<file path="config.mk">
export PLATFORM = sky130hd
export DESIGN_NAME = tle_port_logic
export DESIGN_NICKNAME = d
export VERILOG_FILES = /design/src/design/tle_pkg.sv /design/src/design/tle_edge_if.sv /design/src/design/tle_port_logic.sv /design/src/design/tle_edge_insert.sv
export SDC_FILE = /design/constraint.sdc
export NUM_CORES = 1
export LEC_CHECK = 0
export BUFFER_PORTS_ARGS = -buffer_cell sky130_fd_sc_hd__buf_2
export CORE_AREA = 2 2 121 112
export CTS_CLUSTER_DIAMETER = 30
export DETAILED_ROUTE_END_ITERATION = 6
export DIE_AREA = 0 0 123 114
export PLACE_DENSITY_LB_ADDON = 0.2
export SLEW_MARGIN = 10
export SYNTH_ARGS = -nofsm -noshare
export SYNTH_HDL_FRONTEND = slang
export SYNTH_SLANG_ARGS = --single-unit
</file>
<file path="constraint.sdc">
create_clock -name clk_sys -period 4.1 [get_ports clk_sys]
set_input_delay 1.23 -clock clk_sys [delete_from_list [all_inputs] [get_ports clk_sys]]
set_output_delay 1.23 -clock clk_sys [all_outputs]
set_load 0.01 [all_outputs]
</file>
<file path="src/design/tle_pkg.sv">
// shared constants for the t1/e1 port framer-side logic
package tle_pkg;

    // ----------------------------------------------------------------
    // register map (byte addresses, one 32-bit word each)
    // ----------------------------------------------------------------
    localparam logic [3:0] OFS_CTRL   = 4'h0;
    localparam logic [3:0] OFS_STATUS = 4'h4;
    localparam logic [3:0] OFS_SHIFT  = 4'h8;

    // ctrl fields
    localparam int CTRL_EDGE_BIT = 0;      // rx clock edge select
    localparam logic [31:0] CTRL_RESET = 32'h0000_0000;

    // status fields
    localparam int ST_LOS_BIT      = 0;
    localparam int ST_TRI_BIT      = 1;
    localparam int ST_UNIPOLAR_BIT = 2;
    localparam int ST_QRSS_ON_BIT  = 3;
    localparam int ST_QRSS_SYNC    = 4;
    localparam int ST_IRQ_BIT      = 5;    // write one to clear

    // ----------------------------------------------------------------
    // multi-function pin selections
    // ----------------------------------------------------------------
    typedef enum logic [1:0] {
        TLE_FN_VIOLATION = 2'h0,
        TLE_FN_CLOCK     = 2'h1,
        TLE_FN_QRSS      = 2'h2,
        TLE_FN_SPARE     = 2'h3
    } tle_func_t;

    typedef enum logic [1:0] {
        TLE_MODE_BIPOLAR,
        TLE_MODE_UNIPOLAR,
        TLE_MODE_TRISTATE
    } tle_mode_t;

    // ----------------------------------------------------------------
    // timing and sizes
    // ----------------------------------------------------------------
    localparam int HF_CLK_T1_KHZ   = 12352;  // eight-times rate, t1
    localparam int HF_CLK_E1_KHZ   = 16384;  // eight-times rate, e1
    localparam int MCLK_T1_KHZ     = 1544;
    localparam int MCLK_E1_KHZ     = 2048;
    localparam int TOGGLE_HOLD     = 4;      // mclk falls without toggle -> static
    localparam int SUBST_SPAN      = 8;      // bits guarded after a code word
    localparam int PRBS_LEN        = 20;
    localparam int PRBS_TAP        = 17;
    localparam logic [19:0] PRBS_SEED = 20'hF_FFFF;
    localparam int QRSS_WINDOW     = 128;
    localparam int QRSS_ERR_LIMIT  = 4;      // sync while fewer errors in window
    localparam int SHIFT_WIDTH     = 16;

endpackage : tle_pkg

</file>
<file path="src/design/tle_edge_if.sv">
// carrier between a sampled-level source and its transition detector
`timescale 1ns/1ns
interface tle_edge_if;
    logic sample_fall;   // one-cycle: falling edge of the sampling clock
    logic level;         // pin level being sampled
    logic insert_pulse;  // one-cycle request per low-to-high transition

    modport source
    (
        output sample_fall,
        output level,
        input  insert_pulse
    );
    modport detector
    (
        input  sample_fall,
        input  level,
        output insert_pulse
    );
endinterface : tle_edge_if

</file>
<file path="src/design/tle_port_logic.sv">
// framer-side digital logic of one t1/e1 line interface port
// Function
// - bipolar mode: framer pos/neg transmit halves go onto the line
// - tristate/mode pin toggled by master clock selects unipolar framer interface
// - rx negative/positive outputs follow negative/positive received line pulses
// - receive outputs are nrz; edge select picks their valid clock edge
// - normally the receive clock is the clock recovered from the line
// - on loss of signal the receive clock comes from master clock
// - each serial clock cycle shifts one bit of the selected port
// - function select makes pin violation input, fast clock, or qrss control
// - violation input sampled on transmit clock falling edge
// - sampled high gives one violation at next mark; low-high for more
// - inserted violations never corrupt zero-substitution code words
// - clock function outputs eight-times clock from jitter-attenuated clock
// - without jitter-attenuated clock the fast clock follows recovery clock
// - qrss function high enables detector and transmits qrss pattern
// - qrss: each low-high of positive data at mclk fall inserts one error
// - interrupt output pulled low when port state changed
// - interrupt output is open drain: pull low or release only
// - framer transmit data sampled on falling edge of transmit clock
// - mode pin high tristates outputs; low gives bipolar, encoders off
//
// The placing of the registers and the plain strobed port were left to the implementer.
`timescale 1ns/1ns
module tle_port_logic
(
    input  wire logic        clk_sys,
    input  wire logic        arst_n,
    input  wire logic [3:0]  reg_addr,
    input  wire logic [31:0] reg_wdata,
    input  wire logic        reg_wr,
    input  wire logic        reg_rd,
    output logic      [31:0] reg_rdata,
    input  wire logic        tx_clock,
    input  wire logic        master_clock,
    input  wire logic        tx_positive_data,
    input  wire logic        tx_negative_data,
    input  wire logic        tristate_mode_control,
    input  wire logic [1:0]  multi_function_select,
    input  wire logic        multi_function_port_pin_in,
    output logic             multi_function_port_pin_out,
    output logic             multi_function_port_pin_oe_n,
    output logic             rx_positive_data,
    output logic             rx_negative_data,
    output logic             rx_recovered_clock,
    output logic             outputs_oe_n,
    input  wire logic        serial_clock,
    input  wire logic        serial_port_select_n,
    input  wire logic        serial_data_in,
    output logic             serial_data_out,
    output logic             line_tx_pos,
    output logic             line_tx_neg,
    input  wire logic        line_rx_pos,
    input  wire logic        line_rx_neg,
    input  wire logic        line_rx_clock,
    input  wire logic        line_los,
    input  wire logic        jitter_attenuator_clock_8x,
    input  wire logic        jitter_attenuator_valid,
    input  wire logic        recovery_clock_8x,
    output logic             port_a_irq_n_out,
    output logic             port_a_irq_n_oe_n
);

    // ------------------------------------------------------------
    // reset release
    // ------------------------------------------------------------
    logic rst_meta_r;
    logic rst_n;

    always_ff @(posedge clk_sys or negedge arst_n)
    begin
        if (!arst_n)
        begin
            rst_meta_r <= 1'b0;
            rst_n      <= 1'b0;
        end
        else
        begin
            rst_meta_r <= 1'b1;
            rst_n      <= rst_meta_r;
        end
    end

    // ------------------------------------------------------------
    // state
    // ------------------------------------------------------------
    localparam int TOG_W = $clog2(tle_pkg::TOGGLE_HOLD + 1);
    localparam int WIN_W = $clog2(tle_pkg::QRSS_WINDOW);
    localparam int SUB_W = $clog2(tle_pkg::SUBST_SPAN + 1);

    logic        tx_clock_r, mclk_r, lclk_r, sclk_r, tsm_r;
    logic [TOG_W-1:0] tog_cnt_r, tog_cnt_nxt;
    tle_pkg::tle_mode_t mode_r, mode_nxt;
    logic        edge_sel_r, edge_sel_nxt;
    logic        viol_pend_r, viol_pend_nxt;
    logic        err_pend_r, err_pend_nxt;
    logic        last_pol_r, last_pol_nxt;
    logic [SUB_W-1:0] guard_r, guard_nxt;
    logic [19:0] prbs_r, prbs_nxt;
    logic [19:0] det_r, det_nxt;
    logic [WIN_W-1:0] win_cnt_r, win_cnt_nxt;
    logic [2:0]  err_cnt_r, err_cnt_nxt;
    logic        qsync_r, qsync_nxt;
    logic        irq_r, irq_nxt;
    logic [tle_pkg::SHIFT_WIDTH-1:0] shift_r, shift_nxt;
    logic        txp_nxt, txn_nxt, rxp_nxt, rxn_nxt, rclk_nxt;
    logic        mfp_out_nxt, mfp_oe_n_nxt, oe_n_nxt, sdo_nxt;
    logic [31:0] rdata_nxt;

    // ------------------------------------------------------------
    // edge events of sampled clock inputs
    // ------------------------------------------------------------
    logic tx_clock_fall, mclk_fall, lclk_rise, lclk_fall, sclk_rise;
    logic tsm_change, los_change_r, qrss_on, fn_viol, fn_clock;
    tle_pkg::tle_func_t func;

    assign tx_clock_fall  = tx_clock_r & ~tx_clock;
    assign mclk_fall  = mclk_r & ~master_clock;
    assign lclk_rise  = ~lclk_r & line_rx_clock;
    assign lclk_fall  = lclk_r & ~line_rx_clock;
    assign sclk_rise  = ~sclk_r & serial_clock;
    assign tsm_change = tsm_r ^ tristate_mode_control;
    assign func       = tle_pkg::tle_func_t'(multi_function_select);
    assign fn_viol    = (func == tle_pkg::TLE_FN_VIOLATION) || (func == tle_pkg::TLE_FN_SPARE);
    assign fn_clock   = (func == tle_pkg::TLE_FN_CLOCK);
    assign qrss_on    = (func == tle_pkg::TLE_FN_QRSS) && multi_function_port_pin_in;

    // ------------------------------------------------------------
    // insert edge detectors
    // ------------------------------------------------------------
    tle_edge_if viol_bus ();
    tle_edge_if err_bus ();

    // violation pin sampled at transmit clock fall
    assign viol_bus.sample_fall = tx_clock_fall & fn_viol;
    assign viol_bus.level       = multi_function_port_pin_in;
    // positive data sampled at master clock fall
    assign err_bus.sample_fall  = mclk_fall & qrss_on;
    assign err_bus.level        = tx_positive_data;

    tle_edge_insert u_viol_edge
    (
        .clk_sys  (clk_sys),
        .rst_n    (rst_n),
        .edge_bus (viol_bus.detector)
    );

    tle_edge_insert u_err_edge
    (
        .clk_sys  (clk_sys),
        .rst_n    (rst_n),
        .edge_bus (err_bus.detector)
    );

    // ------------------------------------------------------------
    // next-state logic
    // ------------------------------------------------------------
    always_comb
    begin
        logic mark;
        logic pol;
        logic src_viol;
        logic rbit;
        logic rx_edge;
        mark     = 1'b0;
        pol      = 1'b0;
        src_viol = 1'b0;
        rbit     = line_rx_pos | line_rx_neg;
        rx_edge  = 1'b0;

        // static pin level vs. master clock toggling
        tog_cnt_nxt = tog_cnt_r;
        if (tsm_change)
            tog_cnt_nxt = '0;
        else if (mclk_fall && (tog_cnt_r != TOG_W'(tle_pkg::TOGGLE_HOLD)))
            tog_cnt_nxt = tog_cnt_r + 1'b1;
        // static high tristates, static low is bipolar
        if (tog_cnt_r != TOG_W'(tle_pkg::TOGGLE_HOLD))
            mode_nxt = tle_pkg::TLE_MODE_UNIPOLAR;
        else if (tristate_mode_control)
            mode_nxt = tle_pkg::TLE_MODE_TRISTATE;
        else
            mode_nxt = tle_pkg::TLE_MODE_BIPOLAR;

        // one pending violation, new request needs a fresh edge
        viol_pend_nxt = viol_pend_r;
        err_pend_nxt  = err_pend_r & qrss_on;
        last_pol_nxt  = last_pol_r;
        guard_nxt     = guard_r;
        prbs_nxt      = prbs_r;
        txp_nxt       = line_tx_pos;
        txn_nxt       = line_tx_neg;

        // transmit step on transmit clock fall
        if (tx_clock_fall)
        begin
            if (qrss_on)
            begin
                // pattern generator, error flips one bit
                mark         = prbs_r[19] ^ err_pend_r;
                pol          = ~last_pol_r;
                prbs_nxt     = {prbs_r[18:0], prbs_r[19] ^ prbs_r[tle_pkg::PRBS_TAP - 1]};
                err_pend_nxt = 1'b0;
            end
            else if (mode_r == tle_pkg::TLE_MODE_UNIPOLAR)
            begin
                mark = tx_positive_data;
                pol  = ~last_pol_r;
            end
            else
            begin
                // framer halves drive the line pair
                mark     = tx_positive_data | tx_negative_data;
                pol      = tx_positive_data;
                src_viol = mark & (pol == last_pol_r);
            end
            // guard bits of a substitution code word
            if (src_viol)
                guard_nxt = SUB_W'(tle_pkg::SUBST_SPAN);
            else if (guard_r != '0)
                guard_nxt = guard_r - 1'b1;
            // violation repeats the previous mark polarity
            if (viol_pend_r && mark && (guard_r == '0) && !src_viol)
            begin
                pol           = last_pol_r;
                viol_pend_nxt = 1'b0;
            end
            if (mark)
                last_pol_nxt = pol;
            txp_nxt = mark & pol;
            txn_nxt = mark & ~pol;
        end
        // request set wins over consumption
        if (viol_bus.insert_pulse)
            viol_pend_nxt = 1'b1;
        if (err_bus.insert_pulse)
            err_pend_nxt = 1'b1;

        // outputs change on the edge opposite the valid edge
        rx_edge = edge_sel_r ? lclk_fall : lclk_rise;
        rxp_nxt = rx_positive_data;
        rxn_nxt = rx_negative_data;
        det_nxt     = det_r;
        win_cnt_nxt = win_cnt_r;
        err_cnt_nxt = err_cnt_r;
        qsync_nxt   = qsync_r & qrss_on;
        if (rx_edge)
        begin
            // line pulse polarity to nrz outputs
            rxp_nxt = line_rx_pos;
            rxn_nxt = line_rx_neg;
            if (qrss_on)
            begin
                det_nxt     = {det_r[18:0], rbit};
                win_cnt_nxt = win_cnt_r + 1'b1;
                if ((rbit != (det_r[19] ^ det_r[tle_pkg::PRBS_TAP - 1])) && (err_cnt_r != 3'h7))
                    err_cnt_nxt = err_cnt_r + 1'b1;
                if (win_cnt_r == WIN_W'(tle_pkg::QRSS_WINDOW - 1))
                begin
                    qsync_nxt   = (err_cnt_nxt < 3'(tle_pkg::QRSS_ERR_LIMIT));
                    err_cnt_nxt = 3'h0;
                end
            end
        end
        // recovered clock, master clock under loss of signal
        rclk_nxt = line_los ? master_clock : line_rx_clock;

        // fast clock source on the multi-function pin
        mfp_out_nxt  = jitter_attenuator_valid ? jitter_attenuator_clock_8x : recovery_clock_8x;
        mfp_oe_n_nxt = ~(fn_clock && (mode_r != tle_pkg::TLE_MODE_TRISTATE));
        oe_n_nxt     = (mode_r == tle_pkg::TLE_MODE_TRISTATE);

        shift_nxt = shift_r;
        sdo_nxt   = serial_data_out;
        if (sclk_rise && !serial_port_select_n)
        begin
            shift_nxt = {shift_r[tle_pkg::SHIFT_WIDTH-2:0], serial_data_in};
            sdo_nxt   = shift_r[tle_pkg::SHIFT_WIDTH-2];
        end

        // register writes
        edge_sel_nxt = edge_sel_r;
        irq_nxt      = irq_r;
        if (reg_wr && (reg_addr == tle_pkg::OFS_CTRL))
            edge_sel_nxt = reg_wdata[tle_pkg::CTRL_EDGE_BIT];
        if (reg_wr && (reg_addr == tle_pkg::OFS_STATUS) && reg_wdata[tle_pkg::ST_IRQ_BIT])
            irq_nxt = 1'b0;
        // state change flags the host, set beats clear
        if (los_change_r || (qsync_nxt != qsync_r) || (mode_nxt != mode_r))
            irq_nxt = 1'b1;

        // read data only in the cycle after the strobe
        rdata_nxt = 32'h0000_0000;
        if (reg_rd)
        begin
            unique case (reg_addr)
                tle_pkg::OFS_CTRL:
                    rdata_nxt[tle_pkg::CTRL_EDGE_BIT] = edge_sel_r;
                tle_pkg::OFS_STATUS:
                begin
                    rdata_nxt[tle_pkg::ST_LOS_BIT]      = line_los;
                    rdata_nxt[tle_pkg::ST_TRI_BIT]      = (mode_r == tle_pkg::TLE_MODE_TRISTATE);
                    rdata_nxt[tle_pkg::ST_UNIPOLAR_BIT] = (mode_r == tle_pkg::TLE_MODE_UNIPOLAR);
                    rdata_nxt[tle_pkg::ST_QRSS_ON_BIT]  = qrss_on;
                    rdata_nxt[tle_pkg::ST_QRSS_SYNC]    = qsync_r;
                    rdata_nxt[tle_pkg::ST_IRQ_BIT]      = irq_r;
                end
                tle_pkg::OFS_SHIFT:
                    rdata_nxt[tle_pkg::SHIFT_WIDTH-1:0] = shift_r;
                default:
                    rdata_nxt = 32'h0000_0000;
            endcase
        end
    end

    // ------------------------------------------------------------
    // registers
    // ------------------------------------------------------------
    logic los_r;

    always_ff @(posedge clk_sys or negedge rst_n)
    begin
        if (!rst_n)
        begin
            tx_clock_r       <= 1'b0;
            mclk_r       <= 1'b0;
            lclk_r       <= 1'b1;   // no false rise on the first clock
            sclk_r       <= 1'b1;   // no false shift on the first clock
            tsm_r        <= 1'b0;
            los_r        <= 1'b0;
            los_change_r <= 1'b0;
            tog_cnt_r    <= TOG_W'(tle_pkg::TOGGLE_HOLD);
            mode_r       <= tle_pkg::TLE_MODE_BIPOLAR;
            edge_sel_r   <= tle_pkg::CTRL_RESET[tle_pkg::CTRL_EDGE_BIT];
            viol_pend_r  <= 1'b0;
            err_pend_r   <= 1'b0;
            last_pol_r   <= 1'b0;
            guard_r      <= '0;
            prbs_r       <= tle_pkg::PRBS_SEED;
            det_r        <= '0;
            win_cnt_r    <= '0;
            err_cnt_r    <= 3'h0;
            qsync_r      <= 1'b0;
            irq_r        <= 1'b0;
            shift_r      <= '0;
            line_tx_pos  <= 1'b0;
            line_tx_neg  <= 1'b0;
            rx_positive_data   <= 1'b0;
            rx_negative_data   <= 1'b0;
            rx_recovered_clock <= 1'b0;
            multi_function_port_pin_out  <= 1'b0;
            multi_function_port_pin_oe_n <= 1'b1;
            outputs_oe_n       <= 1'b0;
            serial_data_out    <= 1'b0;
            reg_rdata          <= 32'h0000_0000;
            port_a_irq_n_oe_n  <= 1'b1;
            port_a_irq_n_out   <= 1'b0;
        end
        else
        begin
            tx_clock_r       <= tx_clock;
            mclk_r       <= master_clock;
            lclk_r       <= line_rx_clock;
            sclk_r       <= serial_clock;
            tsm_r        <= tristate_mode_control;
            los_r        <= line_los;
            los_change_r <= los_r ^ line_los;
            tog_cnt_r    <= tog_cnt_nxt;
            mode_r       <= mode_nxt;
            edge_sel_r   <= edge_sel_nxt;
            viol_pend_r  <= viol_pend_nxt;
            err_pend_r   <= err_pend_nxt;
            last_pol_r   <= last_pol_nxt;
            guard_r      <= guard_nxt;
            prbs_r       <= prbs_nxt;
            det_r        <= det_nxt;
            win_cnt_r    <= win_cnt_nxt;
            err_cnt_r    <= err_cnt_nxt;
            qsync_r      <= qsync_nxt;
            irq_r        <= irq_nxt;
            shift_r      <= shift_nxt;
            line_tx_pos  <= txp_nxt;
            line_tx_neg  <= txn_nxt;
            rx_positive_data   <= rxp_nxt;
            rx_negative_data   <= rxn_nxt;
            rx_recovered_clock <= rclk_nxt;
            multi_function_port_pin_out  <= mfp_out_nxt;
            multi_function_port_pin_oe_n <= mfp_oe_n_nxt;
            outputs_oe_n       <= oe_n_nxt;
            serial_data_out    <= sdo_nxt;
            reg_rdata          <= rdata_nxt;
            // release when idle, pull low when pending, never drive high
            port_a_irq_n_oe_n  <= ~irq_nxt;
            port_a_irq_n_out   <= 1'b0;
        end
    end

endmodule : tle_port_logic

</file>
<file path="src/design/tle_edge_insert.sv">
// low-to-high transition detector on a sampled insert input
`timescale 1ns/1ns
module tle_edge_insert
(
    input  wire logic           clk_sys,
    input  wire logic           rst_n,
    tle_edge_if.detector        edge_bus
);

    logic prev_r;
    logic prev_nxt;
    logic pulse_r;
    logic pulse_nxt;

    // ------------------------------------------------------------
    // previous-sample comparison
    // ------------------------------------------------------------
    // one request per rising transition
    always_comb
    begin
        prev_nxt  = prev_r;
        pulse_nxt = 1'b0;
        if (edge_bus.sample_fall)
        begin
            prev_nxt  = edge_bus.level;
            pulse_nxt = edge_bus.level & ~prev_r;
        end
    end

    // registers
    always_ff @(posedge clk_sys or negedge rst_n)
    begin
        if (!rst_n)
        begin
            prev_r  <= 1'b1;   // level high at reset is not an edge
            pulse_r <= 1'b0;
        end
        else
        begin
            prev_r  <= prev_nxt;
            pulse_r <= pulse_nxt;
        end
    end

    assign edge_bus.insert_pulse = pulse_r;

endmodule : tle_edge_insert

</file>
==> metrics <==
main combinational cell family by area after synthesis=multiplexers; Yosys top cell area share=between 40% and 50%; die area=0.01402 mm^2; Antenna Cells=0; Synth Register Bits=119; r2r setup slk=1820 ps; synth cell count leaders=dfrtp_1, mux2_2, nand2_1; Worst EP arrival=3000 ps; Iter 0 DRT Violations=around 130; P per Cell Area=550.0 mW/mm^2; yosys warns=0; placed inst area=0.005383 mm^2; slowest stage cell, crit path=a21oi_4; post-synthesis xor/xnor area fraction=2.451%; Layout area overhead=20.16%; most common cell in the netlist=dfrtp_1; core area=0.01291 mm^2; post-DR wirelength/cell=13.24 um; leading area contributor after synthesis=dfrtp_1; adder-cell share of the synthesized area=2.001%; top cells by area, synth=dfrtp_1, dfstp_2, mux2_2; Post-Syn Area=0.005002 mm^2; cell breakdown of the critical path=buf_2 > inv_1 > ha_1 > nand2_1 > a21oi_4 > buf_4 > mux2_2; final wirelength=approximately 8400 um; dpl hpwl=roughly 5800 um; GRT overflow=0; Hold Crit Class=reg2async; Hold-fix buffers, CTS=0; drt pass-1 iters=4; clock period minus worst slack=~2700 ps; slew margin rel.=46.26%; Mean Syn Cell Area=12.83 um^2; H-tree depth=4; Max Cap Viol=0; Worst-Skew Late Latency=410 ps; VDD IR max=0.2807 mV; post-place setup slack=943.8 ps; share of cells above drive strength 1=around two fifths; Final nets=approximately 520; slowest stage delay, CP=580 ps; drc violations=0; fin. max-slew vios=0; CTS max path bufs=2; CP Class=in2reg; final setup margin=1396 ps; simple-gate portion of the synthesized area=10.28%; Req. time, crit path=4390 ps; sequential share of the synthesized area=60.21%; Worst Tran Pin Value=804.2 ps; cells on worst reg2reg path=7; FF-to-FF End=port_a_irq_n_oe_n; Max FO, Critical Path=22; CTS root buf=clkbuf_16; unrepaired setup endpoints after global routing=false; Setup Skew=6.418 ps; vias in the first global route=slightly below 3k; Setup Fix Bufs, Post-CTS=0; dpl cells=606; Antenna Nets Post-Route=0; PortBufs=53; gp weighted congestion=0.7735; ys async rst share=100.0%; mux contribution to synthesized area=14.28%; Synth Area in Compound Gates=5.803%; # resized after CTS=0; Tcrit/Tclk final=65.96%; crit path launch type=primary input; Primary FF master, synth=dfrtp_1; first-pass GRT wire length=14,070 um; Vias=3,001; R2R Path Start=err_cnt_r[0]; Finished Layout Cells=638; Die Wd=between 100 and 150 um; # rows=40; CTS tree=done; initial antenna violation count=0; CP Capture Type=flip-flop; Peak Freq=about 370 MHz; Syn Inst Count=390; Die Y=roughly 110 um; final setup violating endpoints=0; Synth cell types=47; status=completed; largest net degree at the start of global routing=50; EDFF count, synth=0; num ports=approximately 100; fin area=0.006011 mm^2; Avg Vias per Cell=~4.7; Fill cells=1,164; Final TNS setup=0 ps; Leakage=2.900 nW; Final Hold Viols=0; initial core utilization=38.74%; Total GRT Usage=a little over an eighth; Num CTS Buffers=17; clock sink count=119; Reg clk slew, reported paths=60 ps
## through the flow
| step | power [mW] | utilization [%] | hold slack (ps) |
|---|---|---|---|
| 2_1_floorplan | 1.718 | - | 331.2 |
| 3_3_place_gp | 1.798 | 41.69 | 268.9 |
| 3_5_place_dp | 1.820 | 41.69 | 275.3 |
| 4_1_cts | 3.350 | 46.55 | 284.8 |
| 5_1_grt | 3.479 | 46.55 | 295.9 |
| 6_report | 3.306 | 46.55 | 261.3 |
## layout by cell type (no fill, tap or decap), drive strengths merged, types with 7 or more instances in the layout
cell and count:
a21oi 7, and2 11, buf 58, clkbuf 25
conb 18, dfrtp 92, dfstp 27, ha 8
inv 15, mux2 59, nand2 33, nand3 9
nor2 17, o21ai 21, xnor2 7, xor2 7
## cell type report
type                       count  area (um^2)  share of cell area, %
sequential                   119         3015                  50.17
multi-input combinational    249         1809                  30.10
clock buffer                  25        581.8                  9.679
timing repair buffer          58        302.8                  5.037
tap                          168        210.2                  3.497
clock inverter                 7        46.29                 0.7702
inverter                      12        45.04                 0.7494
## report_power, final
group | leakage [nW] | switching, mW | internal, mW | total, mW
logic | 1.11 | 0.181 | 0.176 | 0.357
clock network | 0.304 | 0.524 | 0.986 | 1.51
registers | 1.49 | 0.112 | 1.33 | 1.44
## worst max-delay path by stage
stage                             start   endpoint  slack [ps]  cells after the start
6_report       multi_function_select[0]  det_r[14]        1400                      7
5_1_grt        multi_function_select[0]  det_r[19]        1260                      7
4_1_cts        multi_function_select[0]  det_r[12]        1390                      7
3_5_place_dp   multi_function_select[0]  det_r[12]         940                      7
3_3_place_gp   multi_function_select[0]  det_r[18]         960                      7
2_1_floorplan                     rst_n   det_r[0]         590                      0
## routing by layer
metal / vias up / wire [um] / global-route usage (%)
li1: 1437 / - / -
met1: 1482 / 3890 / 16.62
met2: 69 / 4030 / 20.48
met3: 13 / 372 / 4.850
met4: 0 / 150 / 5.606
met5: - / 0 / 0
## logic make-up (layout without fill, tap and decap cells)
group,after synthesis,count (layout)
flops,119,119
other cells,2,18
mux,64,64
simple gates,100,100
compound gates,45,45
xor+xnor,14,14
fa+ha+maj,8,8
buf+inv,38,102
## critical path, delay by kind of cell
kind / cells / cell delay [ps]
AOI/OAI and AO/OA: 1 / 580
adders and majority gates: 1 / 150
buffers and inverters: 3 / 460
muxes: 1 / 350
and+or+nand+nor: 1 / 230
## registers in the layout, indices dropped and copies added, names as in the netlist, 2 cells and up
register	flops
win_cnt_r	7
prbs_r	20
reg_rdata	16
mode_r	2
tog_cnt_r	3
err_cnt_r	3
shift_r	15
guard_r	4
det_r	20
Note: power is estimated with default switching activity, not from simulation.
